File: src/design/dac_port_pkg.sv
// shared constants and types for the dac sample input port block
package dac_port_pkg;
  localparam logic [6:0] PORT_CTRL_ADDR = 7'h04;
  localparam logic [6:0] PHASE_CTRL_ADDR = 7'h05;
  localparam logic [6:0] PHASE_STAT_ADDR = 7'h06;
  localparam logic [7:0] PORT_CTRL_RESET = 8'h00;
  localparam logic [7:0] PHASE_CTRL_RESET = 8'h00;
  localparam logic [7:0] PHASE_STAT_RESET = 8'h00;
  localparam int A_EN_BIT = 0;
  localparam int B_EN_BIT = 1;
  localparam int SINGLE_PORT_BIT = 2;
  localparam int DATA_EN_BIT = 3;
  localparam int PHASE_SEL_LSB = 0;
  localparam int MANUAL_BIT = 2;
  localparam int LAG0_LSB = 0;
  localparam int LAG1_LSB = 4;
  localparam int SAMPLE_BITS = 16;
  localparam logic [15:0] MID_SCALE = 16'h0000;
  localparam logic [2:0] PHASE_LAG_MAX = 3'h5;
  localparam logic [4:0] SPI_HEAD_LAST = 5'h07;
  localparam logic [4:0] SPI_FRAME_LAST = 5'h0f;
  localparam int CLK_PERIOD_NS = 100;
  localparam int LOSS_TIME_NS = 400;
  localparam int LOSS_CYCLES =
    (LOSS_TIME_NS + CLK_PERIOD_NS - 1) / CLK_PERIOD_NS;

  typedef struct packed {
    logic data_en;
    logic single_port_select;
    logic port_b_rx_enable;
    logic port_a_rx_enable;
  } port_ctrl_t;

  typedef struct packed {
    logic manual_phase_mode;
    logic [1:0] mux_phase_select;
  } phase_ctrl_t;
endpackage : dac_port_pkg

File: src/design/dac_port_sync.sv
// sample port control, clock synchronizer and spi registers
// Summary of operation
// - port A enable clear: receivers off, port A sample reads zero
// - port B enable clear: receivers off, port B sample reads zero
// - single-port select set: dac code comes from port B only
// - single-port select clear: dual mode, both ports feed the code
// - update enable clear: dac code forced to mid-scale
// - update enable set: received samples pass through per port mode
// - reset clears port control: receivers off, dual mode, muted
// - dual mode: port A sample of each pair leaves before port B
// - two comparators watch forwarded clock against sample divider
// - automatic mode: multiplexer phase follows slow clock drift
// - comparator outputs readable as 8-bit phase detector result
// - phase select sets mux phase; automatic mode updates it itself
// - manual mode stops tracking; written phase select is applied
// - dual-mode result to phase select mapping table
// - single-mode result to phase select mapping table
// - reset clears both synchronizer registers: automatic, phase 00
// - no forwarded clock: mid-scale output, sample path held reset
// - samples are two's complement, so mid-scale is code zero
`timescale 1ns/1ns
`default_nettype none
module dac_port_sync
  import dac_port_pkg::*;
#(
  parameter int WIDTH = SAMPLE_BITS
)
(
  input wire logic mclk,
  input wire logic reset_n,
  input wire logic spi_cs_n,
  input wire logic spi_sck,
  input wire logic spi_sdi,
  output logic spi_sdo,
  input wire logic forwarded_sample_clock,
  input wire logic converter_sample_clock,
  input wire logic forwarded_clock_rx_enable,
  input wire logic [WIDTH-1:0] port_a_lanes,
  input wire logic [WIDTH-1:0] port_b_lanes,
  output logic port_a_rx_power,
  output logic port_b_rx_power,
  output logic forwarded_clock_present,
  output logic [1:0] mux_phase,
  output logic [WIDTH-1:0] dac_code
);
  // spi slave
  logic sck_prev_reg;
  logic [4:0] bit_cnt_reg;
  logic [4:0] bit_cnt_next;
  logic [15:0] shift_in_reg;
  logic [7:0] sdo_shift_reg;
  logic [7:0] sdo_shift_next;
  logic spi_sdo_reg;
  logic sck_rise;
  logic sck_fall;
  logic [7:0] head_byte;
  logic wr_fire;
  logic [6:0] wr_addr;
  logic [7:0] wr_data;
  logic [7:0] rd_data;

  // register state
  port_ctrl_t port_ctrl_reg;
  port_ctrl_t port_ctrl_next;
  phase_ctrl_t phase_ctrl_reg;
  phase_ctrl_t phase_ctrl_next;
  logic [7:0] phase_status_reg;
  logic [7:0] phase_status_next;
  logic wr_port;
  logic wr_phase;

  // clock edges and presence
  logic fwd_prev_reg;
  logic conv_prev_reg;
  logic fwd_edge;
  logic conv_edge;
  logic [7:0] loss_cnt_reg;
  logic [7:0] loss_cnt_next;
  logic present_reg;
  logic present_next;
  logic [1:0] div_cnt_reg;
  logic [1:0] div_cnt_next;

  // comparators and table
  logic [2:0] lag [2];
  logic [1:0] best_phase;
  logic best_known;
  logic auto_update;

  // sample path
  logic [WIDTH-1:0] lane_a;
  logic [WIDTH-1:0] lane_b;
  logic [WIDTH-1:0] pair_a_reg;
  logic [WIDTH-1:0] pair_b_reg;
  logic [WIDTH-1:0] hold_b_reg;
  logic [WIDTH-1:0] pair_a_next;
  logic [WIDTH-1:0] pair_b_next;
  logic [WIDTH-1:0] hold_b_next;
  logic [WIDTH-1:0] dac_reg;
  logic [WIDTH-1:0] dac_next;
  logic [1:0] slot;
  logic first_slot;
  logic mute;

  // spi framing: rw bit, 7-bit address, 8-bit data, msb first
  assign sck_rise = !spi_cs_n && spi_sck && !sck_prev_reg;
  assign sck_fall = !spi_cs_n && !spi_sck && sck_prev_reg;
  assign head_byte = {shift_in_reg[6:0], spi_sdi};
  assign wr_fire = sck_rise && bit_cnt_reg == SPI_FRAME_LAST &&
                   !shift_in_reg[14];
  assign wr_addr = shift_in_reg[13:7];
  assign wr_data = {shift_in_reg[6:0], spi_sdi};
  assign bit_cnt_next = spi_cs_n ? 5'h00 :
                        sck_rise ? 5'(bit_cnt_reg + 5'h01) : bit_cnt_reg;
  assign sdo_shift_next =
    (sck_rise && bit_cnt_reg == SPI_HEAD_LAST && head_byte[7]) ?
      rd_data :
    (sck_fall && bit_cnt_reg > SPI_HEAD_LAST) ?
      {sdo_shift_reg[6:0], 1'b0} : sdo_shift_reg;
  assign spi_sdo = spi_sdo_reg;

  // read mux keyed on the header's address field
  assign rd_data =
    head_byte[6:0] == PORT_CTRL_ADDR ? {4'h0, port_ctrl_reg} :
    head_byte[6:0] == PHASE_CTRL_ADDR ? {5'h00, phase_ctrl_reg} :
    head_byte[6:0] == PHASE_STAT_ADDR ? phase_status_reg :
    8'h00;

  always_ff @(posedge mclk or negedge reset_n) begin
    if (!reset_n) begin
      sck_prev_reg <= 1'b0;
      bit_cnt_reg <= 5'h00;
      shift_in_reg <= 16'h0000;
      sdo_shift_reg <= 8'h00;
      spi_sdo_reg <= 1'b0;
    end else begin
      sck_prev_reg <= spi_sck;
      bit_cnt_reg <= bit_cnt_next;
      if (sck_rise) begin
        shift_in_reg <= {shift_in_reg[14:0], spi_sdi};
      end
      sdo_shift_reg <= sdo_shift_next;
      if (sck_fall && bit_cnt_reg > SPI_HEAD_LAST) begin
        spi_sdo_reg <= sdo_shift_reg[7];
      end else if (spi_cs_n) begin
        spi_sdo_reg <= 1'b0;
      end
    end
  end

  // register writes
  assign wr_port = wr_fire && wr_addr == PORT_CTRL_ADDR;
  assign wr_phase = wr_fire && wr_addr == PHASE_CTRL_ADDR;
  assign port_ctrl_next = wr_port ? port_ctrl_t'({
    wr_data[DATA_EN_BIT], wr_data[SINGLE_PORT_BIT],
    wr_data[B_EN_BIT], wr_data[A_EN_BIT]}) : port_ctrl_reg;
  assign auto_update = !phase_ctrl_reg.manual_phase_mode &&
                       best_known && present_reg;
  always_comb begin
    phase_ctrl_next = phase_ctrl_reg;
    if (wr_phase) begin
      phase_ctrl_next.manual_phase_mode = wr_data[MANUAL_BIT];
    end
    if (wr_phase && wr_data[MANUAL_BIT]) begin
      phase_ctrl_next.mux_phase_select =
        wr_data[PHASE_SEL_LSB +: 2];
    end else if (auto_update) begin
      phase_ctrl_next.mux_phase_select = best_phase;
    end
  end
  // status follows comparators every cycle, no read side effect
  assign phase_status_next = {1'b0, lag[1], 1'b0, lag[0]};

  always_ff @(posedge mclk or negedge reset_n) begin
    if (!reset_n) begin
      port_ctrl_reg <= port_ctrl_t'(PORT_CTRL_RESET[3:0]);
      phase_ctrl_reg <= phase_ctrl_t'(PHASE_CTRL_RESET[2:0]);
      phase_status_reg <= PHASE_STAT_RESET;
    end else begin
      port_ctrl_reg <= port_ctrl_next;
      phase_ctrl_reg <= phase_ctrl_next;
      phase_status_reg <= phase_status_next;
    end
  end

  // clock edge detection; both clocks are slower than mclk here
  assign fwd_edge = forwarded_sample_clock != fwd_prev_reg;
  assign conv_edge = converter_sample_clock && !conv_prev_reg;
  assign loss_cnt_next = (fwd_edge || !forwarded_clock_rx_enable) ? 8'h00 :
    (loss_cnt_reg != 8'(LOSS_CYCLES)) ? 8'(loss_cnt_reg + 8'h01) :
    loss_cnt_reg;
  assign present_next = forwarded_clock_rx_enable &&
                        loss_cnt_next != 8'(LOSS_CYCLES);
  assign div_cnt_next = conv_edge ? 2'(div_cnt_reg + 2'h1) : div_cnt_reg;

  always_ff @(posedge mclk or negedge reset_n) begin
    if (!reset_n) begin
      fwd_prev_reg <= 1'b0;
      conv_prev_reg <= 1'b0;
      loss_cnt_reg <= 8'h00;
      present_reg <= 1'b0;
      div_cnt_reg <= 2'h0;
    end else begin
      fwd_prev_reg <= forwarded_sample_clock;
      conv_prev_reg <= converter_sample_clock;
      loss_cnt_reg <= loss_cnt_next;
      present_reg <= present_next;
      div_cnt_reg <= div_cnt_next;
    end
  end

  // two comparators, referenced to opposite divider phases
  for (genvar i = 0; i < 2; i++) begin : g_cmp
    phase_comparator u_cmp (
      .mclk(mclk),
      .reset_n(reset_n),
      .clear(!present_reg),
      .ref_edge(conv_edge && div_cnt_reg == 2'(2 * i)),
      .clk_edge(fwd_edge && forwarded_sample_clock),
      .lag(lag[i])
    );
  end

  phase_select_table u_table (
    .phase_result(phase_status_reg),
    .single_port(port_ctrl_reg.single_port_select),
    .best_phase(best_phase),
    .known(best_known)
  );

  // sample path
  assign lane_a = port_ctrl_reg.port_a_rx_enable ?
                  port_a_lanes : '0;
  assign lane_b = port_ctrl_reg.port_b_rx_enable ?
                  port_b_lanes : '0;
  assign mute = !port_ctrl_reg.data_en || !present_reg;
  assign slot = 2'(div_cnt_reg - phase_ctrl_reg.mux_phase_select);
  assign first_slot = !slot[0];
  assign pair_a_next = !present_reg ? '0 :
                       fwd_edge ? lane_a : pair_a_reg;
  assign pair_b_next = !present_reg ? '0 :
                       fwd_edge ? lane_b : pair_b_reg;
  assign hold_b_next = (conv_edge && first_slot) ? pair_b_reg : hold_b_reg;
  // two's complement, so mid-scale is simply code zero
  always_comb begin
    dac_next = dac_reg;
    if (mute) begin
      dac_next = MID_SCALE[WIDTH-1:0];
    end else if (conv_edge && port_ctrl_reg.single_port_select) begin
      if (first_slot) begin
        dac_next = pair_b_reg;
      end
    end else if (conv_edge) begin
      dac_next = first_slot ? pair_a_reg : hold_b_reg;
    end
  end

  always_ff @(posedge mclk or negedge reset_n) begin
    if (!reset_n) begin
      pair_a_reg <= '0;
      pair_b_reg <= '0;
      hold_b_reg <= '0;
      dac_reg <= '0;
    end else begin
      pair_a_reg <= pair_a_next;
      pair_b_reg <= pair_b_next;
      hold_b_reg <= hold_b_next;
      dac_reg <= dac_next;
    end
  end

  assign dac_code = dac_reg;
  assign port_a_rx_power = port_ctrl_reg.port_a_rx_enable;
  assign port_b_rx_power = port_ctrl_reg.port_b_rx_enable;
  assign forwarded_clock_present = present_reg;
  assign mux_phase = phase_ctrl_reg.mux_phase_select;
endmodule : dac_port_sync
`default_nettype wire

File: src/design/phase_comparator.sv
// one phase comparator: lag from divider edge to forwarded clock edge
`timescale 1ns/1ns
`default_nettype none
module phase_comparator
  import dac_port_pkg::*;
(
  input wire logic mclk,
  input wire logic reset_n,
  input wire logic clear,
  input wire logic ref_edge,
  input wire logic clk_edge,
  output logic [2:0] lag
);
  logic armed_reg;
  logic armed_next;
  logic [2:0] count_reg;
  logic [2:0] count_next;
  logic [2:0] lag_reg;
  logic [2:0] lag_next;

  // count saturates so a missing clock edge cannot wrap the result
  assign armed_next = clear ? 1'b0 : ref_edge ? 1'b1 :
                      clk_edge ? 1'b0 : armed_reg;
  assign count_next = (clear || ref_edge) ? 3'h0 :
                      (armed_reg && count_reg != PHASE_LAG_MAX) ?
                      3'(count_reg + 3'h1) : count_reg;
  assign lag_next = clear ? 3'h0 :
                    (clk_edge && armed_reg) ? count_reg : lag_reg;
  assign lag = lag_reg;

  always_ff @(posedge mclk or negedge reset_n) begin
    if (!reset_n) begin
      armed_reg <= 1'b0;
      count_reg <= 3'h0;
      lag_reg <= 3'h0;
    end else begin
      armed_reg <= armed_next;
      count_reg <= count_next;
      lag_reg <= lag_next;
    end
  end
endmodule : phase_comparator
`default_nettype wire

File: src/design/phase_select_table.sv
// maps a comparator result to the best multiplexer phase per port mode
`timescale 1ns/1ns
`default_nettype none
module phase_select_table
  import dac_port_pkg::*;
(
  input wire logic [7:0] phase_result,
  input wire logic single_port,
  output logic [1:0] best_phase,
  output logic known
);
  logic [1:0] dual_phase;
  logic [1:0] single_phase;

  // unlisted results leave the phase alone rather than guess
  always_comb begin
    known = 1'b1;
    dual_phase = 2'b00;
    single_phase = 2'b00;
    unique case (phase_result)
      8'h03, 8'h04, 8'h05, 8'h15, 8'h25: begin
        dual_phase = 2'b10;
        single_phase = 2'b00;
      end
      8'h35, 8'h45, 8'h55, 8'h54, 8'h53: begin
        dual_phase = 2'b00;
        single_phase = 2'b10;
      end
      8'h52, 8'h51, 8'h50, 8'h40, 8'h30: begin
        dual_phase = 2'b01;
        single_phase = 2'b10;
      end
      8'h20, 8'h10, 8'h00, 8'h01, 8'h02: begin
        dual_phase = 2'b11;
        single_phase = 2'b00;
      end
      default: known = 1'b0;
    endcase
  end

  assign best_phase = single_port ? single_phase : dual_phase;
endmodule : phase_select_table
`default_nettype wire

File: config.mk
export PLATFORM = sky130hd
export DESIGN_NAME = dac_port_sync
export DESIGN_NICKNAME = d
export VERILOG_FILES = /design/src/design/dac_port_pkg.sv /design/src/design/dac_port_sync.sv /design/src/design/phase_comparator.sv /design/src/design/phase_select_table.sv
export SDC_FILE = /design/constraint.sdc
export NUM_CORES = 1
export LEC_CHECK = 0
export BUFFER_PORTS_ARGS = -buffer_cell sky130_fd_sc_hd__buf_4
export CORE_MARGIN = 5
export CORE_UTILIZATION = 35
export DETAILED_ROUTE_END_ITERATION = 6
export SKIP_LAST_GASP = 1
export SYNTH_ARGS = -nofsm -noshare
export SYNTH_HDL_FRONTEND = slang
export SYNTH_SLANG_ARGS = --single-unit
File: constraint.sdc
create_clock -name mclk -period 2.75 [get_ports mclk]
set_clock_uncertainty 0.05 [all_clocks]
set_input_delay 0.275 -clock mclk [delete_from_list [all_inputs] [get_ports mclk]]
set_output_delay 0.275 -clock mclk [all_outputs]
set_load 0.03 [all_outputs]
Yosys cells after proc, flatten, opt, wreduce, memory -nomap -nowiden

Cells that the tools add are included.

Register bits after elaboration: 134
Input port bits: 40
Word-level logic and storage cells: 167

Add/subtract/negate cells: 6
Order comparisons: 1
Equality and inequality tests: 38
Muxes and demuxes: 41
Reduce and logical (&&, ||, !) cells: 54

Operators with widths:

| operator              | count |
|---|---|
| $mux W16              | 11 |
| $eq A6 B6 Y1 const B  | 8 |
| $eq A7 B3 Y1 const B  | 5 |
| $mux W8               | 4 |
| $logic_and A1 B1 Y1   | 25 |
| $eq A6 B5 Y1 const B  | 4 |
| $mux W3               | 8 |
| $mux W7               | 3 |
| $reduce_or A20 Y1     | 1 |
| $ne A8 B3 Y1 const B  | 2 |
| $reduce_or A5 Y1      | 3 |
| $eq A6 B2 Y1 const B  | 2 |
| $eq A6 B3 Y1 const B  | 2 |
| $eq A6 B4 Y1 const B  | 2 |
| $reduce_bool A2 Y1    | 6 |
| $logic_not A1 Y1      | 10 |
| $mux W5               | 2 |
| $reduce_or A10 Y1     | 1 |
| $ne A3 B3 Y1 const B  | 3 |
| $add A8 B1 Y8 const B | 1 |
| $logic_not A8 Y1      | 1 |
| $mux W1               | 8 |
| $mux W2               | 4 |
| $add A3 B1 Y3 const B | 2 |
| 17 further kinds      | 22 |

Logic depth before layout (Yosys ltp)

Gate-level depths: netlist (run 1).

Depth after elaboration: 8
Mapped depth: 8
Mapped depth without buffers: 8

By module

Synthesis (run 1) repeated with hierarchy kept, for this count alone.

Cell total of the unflattened synthesis: 494
Area, all modules: 6137.1 um^2

Modules (own cells, without submodules):

| module             | times used | cells an instance | area an instance (um^2) |
|---|---|---|---|
| dac_port_sync      | 1          | 410               | 5333.9 |
| phase_comparator   | 2          | 32                | 335.3 |
| phase_select_table | 1          | 20                | 132.6 |

Worst setup path after synthesis (run 1)

Ideal clock, no wire load.

Kind: reg-to-reg
Start point: reg bit_cnt_reg[0]
End point: reg port_ctrl_reg (netlist bit port_a_rx_power)
Setup time: 0.125 ns
Arrival: 1.814 ns
Data required time: 2.575 ns
Path slack: 0.761 ns
Stages on the path, launching flop included: 8
Buffers on the path: 0
Clock period less this slack: 1.989 ns
Cell sequence: dfrtp_1 -> ha_1 -> and3_1 -> ha_1 -> nor4b_1 -> nand3_1 -> nor2_1 -> mux2_2

Cells in the longest elaborated chain, start to end: 4

RTL lines:

| item                             | line                 | text |
|---|---|---|
| from (decl)                      | dac_port_sync.sv:48  | `logic [4:0] bit_cnt_reg;` |
| from (signal assigned)           | dac_port_sync.sv:138 | `bit_cnt_reg <= bit_cnt_next;` |
| $eq A5 B4 Y1                     | dac_port_sync.sv:109 | `assign wr_fire = sck_rise && bit_cnt_reg == SPI_FRAME_LAST &&` |
| $logic_and A1 B1 Y1 (2 in a row) | dac_port_sync.sv:109 |  |
| $logic_and A1 B1 Y1              | dac_port_sync.sv:152 | `assign wr_port = wr_fire && wr_addr == PORT_CTRL_ADDR;` |
| to (signal assigned)             | dac_port_sync.sv:176 | `port_ctrl_reg <= port_ctrl_t'(PORT_CTRL_RESET[3:0]);` |
| to (signal assigned)             | dac_port_sync.sv:180 | `port_ctrl_reg <= port_ctrl_next;` |
| to (decl)                        | dac_port_sync.sv:63  | `port_ctrl_t port_ctrl_reg;` |

Every way passes these cells.
A chain may end at the register's enable or synchronous reset.

Worst setup path in the final report (run 1)

Start point: reg bit_cnt_reg[0]
End point: reg port_ctrl_reg[2] (netlist name)

The elaborated chain is that of the path after synthesis.

==> results by group, run 1 <==
Status
  • Status: finished, final reports clean

Synth
  • Cell Area, Synth: 5980 sq um
  • Synthesized Nets: 564
  • Post-synthesis compound-gate area fraction: 0.144
  • Largest family of logic cells by synthesized area: compound AO/OA/AOI/OAI gates
  • Register area share after synthesis: 0.561
  • Cell variety after synth: 45
  • FF+latch count, synth: ~130
  • YS warnings: 0
  • Mean Syn Cell Area: 11.7 sq um
  • Post-Synth Simple-Gate Area: 0.108
  • Synthesized-area fraction occupied by adder cells: 0.0230
  • Post-synthesis cell count: 513
  • Post-Synth XOR/XNOR Area: 0.0280
  • Mux cell area share after synthesis: 0.103

Worst setup path
  • FF-to-FF setup slack: 500 ps
  • CP Launch Type: flip-flop
  • Critical path class: flip-flop to flip-flop
  • Max FO, Critical Path: 4
  • CP required: 3000 ps
  • WP data arrival: 2500 ps
  • Crit. End Element: flip-flop

Floorplan
  • Rows: 47
  • Die area: between 15,000 and 20,000 sq um
  • IO Pins: between 60 and 70
  • Die W: between 100 and 150 um
  • Starting Density: 0.358
  • Area of the core: 16,700 sq um
  • Chip height: 141 um

Pwr
  • P per Cell Area: roughly 710 nW/um^2
  • P_leak: 3.54 nW
  • Worst vdd ir: 0.000482 V

Global routing
  • Global route total overflow: 0
  • Tot GR Track Use: 0.138
  • Met2 Resource Use GR: 0.221
  • Vias in the first global route: between 4,000 and 5,000
  • GR Util met1: 0.181
  • First-pass GRT wire length: around 22,000 um
  • Initial antenna violation count: 0
  • Largest net degree at the start of global routing: 51
  • Most used routing layer: met2
  • Met3 Use GR: 0.0440

Detailed routing
  • Total routed wirelength: 13,100 um
  • Drt drc: 0
  • WL/cell: 16.3 um
  • Antenna-violating nets left: 0
  • DR vias: approximately 4,100
  • Vias per cell: around 5.1
  • Drt pass-1 iters: 5
  • Drt initial violations: 187

Final layout
  • Layout overhead on the synthesized area: 22.9%
  • Commonest non-fill, non-tap cells in the layout: dfrtp_1 (134), buf_4 (70), a22o_1 (51)
  • Number of diodes: 0
  • Finished layout cell area: 7350 sq um
  • Final #Nets: 627
  • Fin cells: 809
  • Share of layout cells above drive strength 1: 0.244
  • Commonest non-fill, non-tap cell in the layout: dfrtp_1

CTS
  • H-tree levels: 4
  • Post-cts sizing count: 0
  • Postcts setup bufs: 0
  • Maximum clock insertion buffer count: 2
  • CTS Sinks: 134
  • Worst-Skew Late Latency: approximately 410 ps
  • Worst-path clk slew: 60 ps
  • CTS buffer count: 17
  • TritonCTS clock tree: built
  • Root buffer cell: clkbuf_16

Placement
  • Pre-CTS setup slack: 490 ps
  • Post-Place Cells: 773
  • IO Port Bufs: between 60 and 70
  • GPL Wtd Cong: 0.833
  • Post-placement cell area: 6650 sq um
  • Detailed placer's ending HPWL: 8930 um

Timing
  • Final setup violation count: 0
  • Setup WS post-layout: 499 ps
  • FMAX: about 440 MHz
  • Max_slew headroom: 0.440
  • Worst Tran Pin Value: 839 ps
  • Final Max Slew Viols: 0
  • Fin Setup TNS: 0 ps
  • Final Hold Viols: 0
  • Fin crit period: 2250 ps
  • Final period util: 0.819
  • RSZ-0062 raised after global routing: false

Min path
  • Worst min-delay path class: primary input to flip-flop

Job
  • Max-cap violations: 0
==> power by group <==
part	total [mW]	internal [mW]	switching (mW)
combinational	0.513	0.244	0.268
clock	2.49	1.66	0.835
sequential	2.19	2.08	0.110
total	5.20	3.98	1.21
==> cell families after synthesis <==
| kind of cell | Yosys count |
|---|---|
| and+or+nand+nor | 135 |
| DFF | 134 |
| AOI/OAI and AO/OA | 116 |
| muxes | 57 |
| buffers and inverters | 43 |
| xor gates and xnor gates | 17 |
| adders and majority gates | 11 |
==> cells in the mapped netlist (all sizes together) <==
cell | number | area share
a2111o | 1 | 0.0019
a211o | 1 | 0.0015
a211oi | 6 | 0.0075
a21boi | 10 | 0.013
a21oi | 26 | 0.022
a22o | 51 | 0.075
a2bb2oi | 2 | 0.0029
a32o | 1 | 0.0017
a32oi | 1 | 0.0015
a41oi | 1 | 0.0015
and2 | 1 | 0.0010
and3 | 8 | 0.0084
and4 | 1 | 0.0015
and4b | 2 | 0.0033
buf | 10 | 0.013
clkbuf | 21 | 0.013
dfrtp | 134 | 0.56
ha | 11 | 0.023
inv | 12 | 0.0075
mux2 | 37 | 0.070
mux2i | 20 | 0.033
nand2 | 31 | 0.019
nand2b | 6 | 0.0063
nand3 | 22 | 0.018
nand3b | 2 | 0.0025
nand4 | 1 | 0.0010
nor2 | 45 | 0.029
nor2b | 6 | 0.0063
nor3 | 3 | 0.0025
nor3b | 1 | 0.0013
nor4 | 4 | 0.0042
nor4b | 2 | 0.0029
o21a | 1 | 0.0013
o21ai | 12 | 0.010
o31a | 1 | 0.0015
o31ai | 1 | 0.0013
o41ai | 1 | 0.0015
xnor2 | 9 | 0.013
xor2 | 8 | 0.015
==> worst max-delay path: stages (launching register included) <==
cell	delay, ps
dfrtp_1	380
ha_1	210
and3_1	170
ha_1	130
nor4b_1	390
nand3_1	130
nor2_1	280
mux2_2	380
==> final cells by class <==
type                    count  area [sq um]
clock buffers              20           457
flip-flops and latches    134          3350
clock inverters            12           200
multi-input cells         336          2430
inverters                  12          45.0
repair buffers             75           586
well taps                 220           275
fillers                  1558          9350
==> timing repair <==
item                                    in CTS  in global routing
endpoints found under the setup margin       0                  0
hold buffers                                 4                  0
hold endpoints to repair                    42                  0
==> final timing paths <==
| check | to | depth (start not counted) | start |
|---|---|---|---|
| setup reg to reg | port_ctrl_reg[2]$_DFFE_PN0P_ | 7 | bit_cnt_reg[0]$_DFFE_PN0P_ |
| hold / removal | pair_b_reg[8]$_DFFE_PN0P_ | 2 | port_b_lanes[8] |
| min in group asynchronous | g_cmp[0].u_cmp.count_reg[2]$_DFFE_PN0P_ | 2 | reset_n |
| hold reg to reg | phase_status_reg[1]$_DFF_PN0_ | 0 | g_cmp[0].u_cmp.lag[1]$_DFFE_PN0P_ |
| setup / recovery | port_ctrl_reg[2]$_DFFE_PN0P_ | 7 | bit_cnt_reg[0]$_DFFE_PN0P_ |
| max in group asynchronous | pair_a_reg[9]$_DFFE_PN0P_ | 3 | reset_n |
==> metrics by stage <==
step           power (mW)  utilization  hold slack (ps)
2_1_floorplan        2.55            -            -70.6
3_3_place_gp         2.72        0.398              246
3_5_place_dp         2.75        0.398              251
4_1_cts              5.26        0.440             4.69
5_1_grt              5.42        0.440             3.75
6_report             5.20        0.440             21.8
==> routing by layer <==
layer	up-vias	routed length [um]
met2	68	6400
met3	11	498
met4	0	157
met5	-	0
li1	1973	-
met1	2038	6090
No activity file was read; power rests on OpenSTA's default activity.
==> run 2, diff against run 1 <==
--- a/config.mk
+++ b/config.mk
@@ -5,6 +5,7 @@
 export SDC_FILE = /design/constraint.sdc
 export NUM_CORES = 1
 export LEC_CHECK = 0
+export ABC_AREA = 1
 export BUFFER_PORTS_ARGS = -buffer_cell sky130_fd_sc_hd__buf_4
 export CORE_MARGIN = 5
 export CORE_UTILIZATION = 35
==> constraint.sdc (replaced) <==
create_clock -name mclk -period 2 [get_ports mclk]
set_clock_uncertainty 0.05 [all_clocks]
set_input_delay 0.2 -clock mclk [delete_from_list [all_inputs] [get_ports mclk]]
set_output_delay 0.2 -clock mclk [all_outputs]
set_load 0.03 [all_outputs]
==> run 2 against run 1 <==
Critical path depth grew 4. Largest cell class unchanged. Die area grew 5.6%. Core utilization grew 0.90 points. Global-route usage grew 1.8 points. Design area grew 9.4%. Register-to-register slack lost 390 ps. Clock-buffer cell count grew 1. Clock power grew 25%. Via count grew 29%. Area after synthesis grew 6.0%. Setup slack lost 390 ps. Non-clock buffer count grew 35.
==> results by group, run 2 <==
CTS
  • Maximum clock insertion buffer count: 2
  • Postcts setup bufs: 0
  • TritonCTS clock tree: built
  • CTS Sinks: 134
  • Root buffer cell: clkbuf_16
  • H-tree levels: 4
  • CTS buffer count: 17
  • Worst-Skew Late Latency: 410 ps
  • Worst-path clk slew: 60 ps

Detailed routing
  • Met2 WL post-DR: 7150 um
  • Post-Route M1 WL: 7260 um
  • Vias per cell: 4.80
  • Drt drc: 0
  • Antenna-violating nets left: 0
  • Metal3 WL: 565 um
  • DR top layer: met4
  • Total routed wirelength: 15,200 um
  • DR vias: roughly 5,300
  • WL/cell: about 14 um
  • Drt initial violations: 325
  • Drt pass-1 iters: 4

Floorplan
  • Chip height: 145 um
  • Area of the core: approximately 18,000 sq um
  • Die area: 20,900 sq um
  • Starting Density: 0.354
  • Rows: 49
  • IO Pins: 62
  • Die W: around 140 um

Pwr
  • Worst vdd ir: slightly above 0.0006 V
  • P per Cell Area: about 850 nW/um^2
  • P_leak: 3.80 nW

Synth
  • EDFF count, synth: 0
  • Post-synth ARST share: 1.00
  • Synth area leader: dfrtp_1
  • Mean Syn Cell Area: 8.34 sq um
  • Largest cells by area after synthesis: dfrtp_1 (53%), nand2_1 (9.6%), o21ai_0 (8.1%)
  • Cell with the most instances after synthesis: nand2_1
  • YS warnings: 0
  • Top cell type's share of synthesized area: 0.529
  • Most frequent cells after synthesis: nand2_1 (162), dfrtp_1 (134), o21ai_0 (102), inv_1 (97), nand3_1 (80)
  • Post-synthesis cell count: 760
  • Synth Flop Type: dfrtp_1
  • Synthesized Nets: 811
  • Cell variety after synth: 38
  • FF+latch count, synth: 134
  • Cell Area, Synth: approximately 6300 sq um
  • Register area share after synthesis: 0.529

Worst setup path
  • Crit. End Element: flip-flop
  • WP data arrival: approximately 2200 ps
  • FF-to-FF setup slack: roughly 110 ps
  • Critical path class: flip-flop to flip-flop
  • CP required: between 2000 and 2500 ps
  • CP Launch Type: flip-flop
  • Max FO, Critical Path: 5

Timing
  • Final period util: 0.946
  • Final Hold Viols: 0
  • FMAX: between 500 and 600 MHz
  • Worst Tran Pin Value: 465 ps
  • Final setup violation count: 0
  • Fin crit period: 1890 ps
  • Max_slew headroom: 0.690
  • Final Max Slew Viols: 0

Placement
  • Post-Place Cells: 1,040
  • GPL Wtd Cong: slightly above 0.8
  • Detailed placer's ending HPWL: ~11,000 um
  • IO Port Bufs: 61

Global routing
  • Global route total overflow: 0
  • Tot GR Track Use: 0.156
  • First-pass GRT wire length: 25,900 um
  • Largest net degree at the start of global routing: between 40 and 50
  • Vias in the first global route: 5,341
  • Initial antenna violation count: 0

Final layout
  • Fin cells: 1,103
  • Number of diodes: 0
  • Commonest non-fill, non-tap cells in the layout: nand2_1 (161), dfrtp_1 (134), o21ai_0 (102)
  • Commonest non-fill, non-tap cell in the layout: nand2_1
  • Layout overhead on the synthesized area: 26.8%
  • Final #Nets: 914
  • Fin util: 0.449
  • Share of layout cells above drive strength 1: 0.149

Min path
  • Worst min-delay path class: primary input to flip-flop

Job
  • Max-cap violations: 0

Status
  • Status: finished, final reports clean
## run 2: worst paths after layout
check                                                  start                             to  depth (start not counted)
max                               bit_cnt_reg[0]$_DFFE_PN0P_       mux_phase[1]$_DFFE_PN0P_                         11
min                                          port_b_lanes[7]      pair_b_reg[7]$_DFFE_PN0P_                          3
max reg2reg                       bit_cnt_reg[0]$_DFFE_PN0P_       mux_phase[1]$_DFFE_PN0P_                         11
min reg2reg                g_cmp[0].u_cmp.lag[1]$_DFFE_PN0P_  phase_status_reg[1]$_DFF_PN0_                          0
max in group asynchronous                            reset_n       dac_code[10]$_DFFE_PN0P_                          3
min in group asynchronous                            reset_n      loss_cnt_reg[6]$_DFF_PN0_                          2
## run 2: report_power, final
group	leakage [nW]	switching, mW	total (mW)	internal, mW
Sequential	1.83	0.110	2.95	2.84
Clock	0.279	1.14	3.11	1.97
Combinational	1.69	0.514	0.802	0.288
Total	3.80	1.76	6.86	5.10
## run 2: layer usage
| metal | vias to the layer above | global-route usage |
|---|---|---|
| li1 | 2692 | - |
| met1 | 2492 | 0.211 |
| met2 | 93 | 0.250 |
| met3 | 17 | 0.0370 |
| met4 | 0 | 0.0471 |
| met5 | - | 0 |
## run 2: cells by family after synthesis
logic type / after synthesis / synth area share
and+or+nand+nor: 315 / 0.215
buffers and inverters: 128 / 0.0817
xor gates and xnor gates: 8 / 0.0111
AOI/OAI and AO/OA: 164 / 0.141
adders and majority gates: 11 / 0.0217
DFF: 134 / 0.529
## run 2: per-stage QoR
step	power (mW)	TNS, ps	hold slack [ps]	worst slack, ps	cell area (sq um)
2_1_floorplan	3.45	0	-146	326	6340
3_3_place_gp	3.74	0	121	164	7100
3_5_place_dp	3.75	0	120	84.7	7100
4_1_cts	6.93	0	1.83	74.0	8010
5_1_grt	7.18	-2.34	2.86	-2.13	8040
6_report	6.86	0	17.6	108	8040
## run 2: layout make-up
| cell class | instances | area [sq um] |
|---|---|---|
| clock inverters | 9 | 129 |
| inverters | 102 | 383 |
| multi-input cells | 498 | 2500 |
| repair buffers | 110 | 937 |
| well taps | 229 | 287 |
| fillers | 1788 | 9860 |
| clock buffers | 21 | 450 |
| flip-flops and latches | 134 | 3350 |
## run 2: what timing repair did
action                                 4_1_cts  5_1_grt
setup endpoints to repair                    0        6
resized for setup                            0       11
hold buffers                                33        0
endpoints found under the hold margin       75        0
## run 2: critical path: stages (launching register included)
cell	delay, ps
dfrtp_1	390
ha_2	210
nand2_2	70
nor2_2	110
ha_2	190
nand3_1	110
nor2_2	210
nand3_2	150
nand3_1	120
nand3_1	80
nand2_1	60
nand2_1	50
==> run 3, diff against run 2 <==
--- a/config.mk
+++ b/config.mk
@@ -8,8 +8,9 @@
 export ABC_AREA = 1
 export BUFFER_PORTS_ARGS = -buffer_cell sky130_fd_sc_hd__buf_4
 export CORE_MARGIN = 5
-export CORE_UTILIZATION = 35
+export CORE_UTILIZATION = 50
 export DETAILED_ROUTE_END_ITERATION = 6
+export PLACE_DENSITY = 0.72
 export SKIP_LAST_GASP = 1
 export SYNTH_ARGS = -nofsm -noshare
 export SYNTH_HDL_FRONTEND = slang
==> constraint.sdc (replaced) <==
create_clock -name mclk -period 2 [get_ports mclk]
set_clock_uncertainty 0.05 [all_clocks]
set_input_delay 0.1 -clock mclk [delete_from_list [all_inputs] [get_ports mclk]]
set_output_delay 0.1 -clock mclk [all_outputs]
set_load 0.03 [all_outputs]
==> run 3 against run 2 <==
Routed wire length shrank 1.6%. Register-to-register slack better by 40 ps. Critical path type unchanged. Clock-buffer cell count down 1. Highest routed layer unchanged. Non-clock buffer count increased by 6. Largest power group unchanged. Largest cell class unchanged. Critical path depth shrank 3. Critical endpoint is now sdo_shift_reg[4]$_DFFE_PN0P_. Sequential power barely moved. Sequential cell count unchanged. Combinational power grew 3.0%. Clock power rose by 2%. First-iteration DRC count up 40%.
==> results by group, run 3 (same netlist as run 2, synthesis figures left out) <==
Status
  • Status: finished, final reports clean

Final layout
  • Layout overhead on the synthesized area: 27.0%
  • Layout fillers: ~1,100
  • Number of diodes: 0
  • Commonest non-fill, non-tap cell in the layout: nand2_1
  • Final #Nets: between 900 and 1,000
  • Finished layout cell area: 8050 sq um
  • Commonest non-fill, non-tap cells in the layout: nand2_1 (162), dfrtp_1 (134), o21ai_0 (102)
  • Share of layout cells above drive strength 1: 0.145

Floorplan
  • Chip height: roughly 120 um
  • Die W: about 120 um
  • Area of the core: between 10,000 and 15,000 sq um
  • IO Pins: 62
  • Starting Density: 0.506
  • Die area: 15,000 sq um
  • Rows: just over 40

Detailed routing
  • Total routed wirelength: between 10,000 and 15,000 um
  • WL/cell: 14.1 um
  • Metal3 WL: 677 um
  • Drt initial violations: 454
  • Post-Route M1 WL: 6480 um
  • Met2 WL post-DR: 7440 um
  • Drt drc: 0
  • Antenna-violating nets left: 0
  • DR top layer: met4
  • Vias per cell: 5.24
  • Drt pass-1 iters: 5
  • DR vias: around 5,500

CTS
  • CTS Sinks: 134
  • CTS buffer count: 17
  • Worst-path clk slew: 60 ps
  • Root buffer cell: clkbuf_16
  • TritonCTS clock tree: built
  • Worst-Skew Late Latency: ~420 ps
  • H-tree levels: 4
  • Maximum clock insertion buffer count: 2

Placement
  • Pre-CTS setup slack: around 70 ps
  • Detailed placer's ending HPWL: just over 10,000 um
  • GPL Wtd Cong: 0.871
  • IO Port Bufs: 61
  • Post-placement cell area: 7000 sq um

Job
  • Max-cap violations: 0

Worst setup path
  • CP Launch Type: flip-flop
  • Critical path class: flip-flop to flip-flop
  • Max FO, Critical Path: 6
  • WP data arrival: approximately 2100 ps
  • Reg-to-reg startpoint: bit_cnt_reg[0]$_DFFE_PN0P_
  • CP required: 2290 ps
  • Worst Setup SP: bit_cnt_reg[0]$_DFFE_PN0P_
  • Crit. End Element: flip-flop

Global routing
  • First-pass GRT wire length: approximately 25,000 um
  • Tot GR Track Use: 0.214
  • Global route total overflow: 0
  • Largest net degree at the start of global routing: 43
  • Initial antenna violation count: 0
  • Vias in the first global route: 5,451

Timing
  • Fin crit period: 1850 ps
  • Final setup violation count: 0
  • Setup WS post-layout: 153 ps
  • Worst Tran Pin Value: 543 ps
  • Fin Setup TNS: 0 ps
  • FMAX: 541 MHz
  • Final hold slack: 160 ps
  • Final period util: 0.924
  • RSZ-0062 raised after global routing: true
  • Final Max Slew Viols: 0
  • Max_slew headroom: 0.638
  • Final Hold Viols: 0

Pwr
  • Total power: 6.96 mW
  • P per Cell Area: 864 nW/um^2
  • P_leak: between 3 and 4 nW
  • Worst vdd ir: about 0.0006 V

Min path
  • Worst min-delay path class: primary input to async pin
-- run 3: worst max-delay path: stages, from the launching register on --
cell     delay, ps
dfrtp_1        370
ha_1           190
nand2_1         90
nor3_1         300
nand3_2        200
buf_4          200
nor2_2         140
a22oi_1        100
a21oi_1        140
-- run 3: path summary, 6_finish.rpt --
path	cells after the start	to	slack, ps
min reg2reg	0	phase_status_reg[1]$_DFF_PN0_	320
min in group mclk	2	fwd_prev_reg$_DFF_PN0_	300
min	2	g_cmp[0].u_cmp.count_reg[1]$_DFFE_PN0P_	160
max reg2reg	8	sdo_shift_reg[4]$_DFFE_PN0P_	150
max in group asynchronous	3	loss_cnt_reg[2]$_DFF_PN0_	1080
max	8	sdo_shift_reg[4]$_DFFE_PN0P_	150
-- run 3: what timing repair did --
| item | CTS | global route |
|---|---|---|
| buffers inserted | 0 | 4 |
| gates resized for setup | 0 | 5 |
| endpoints found under the setup margin | 0 | 12 |
| hold buffers | 39 | 0 |
| endpoints found under the hold margin | 76 | 0 |
-- run 3: stage by stage --
step / cells / util
after floorplan: 760 / -
after global placement: 979 / 0.559
after detailed placement: 979 / 0.559
after CTS: 1050 / 0.639
after global routing: 1054 / 0.643
final: 1054 / 0.643
-- run 3: area by class of cell --
| cell class | count | area (sq um) | area share |
|---|---|---|---|
| Tap cell | 172 | 215 | 0.0267 |
| Timing Repair Buffer | 116 | 1010 | 0.125 |
| Clock buffer | 20 | 457 | 0.0567 |
| Clock inverter | 12 | 150 | 0.0187 |
| Inverter | 102 | 383 | 0.0476 |
| Multi-Input combinational cell | 498 | 2490 | 0.309 |
| Sequential cell | 134 | 3350 | 0.417 |
-- run 3: power by group --
group	switching, mW	internal, mW
clock network	1.16	2.02
logic	0.526	0.300
registers	0.106	2.84
-- run 3: metal layers --
layer / track usage / vias up
met5: 0 / -
met4: 0.0693 / 0
met3: 0.0608 / 29
met2: 0.364 / 148
met1: 0.265 / 2647
li1: - / 2700
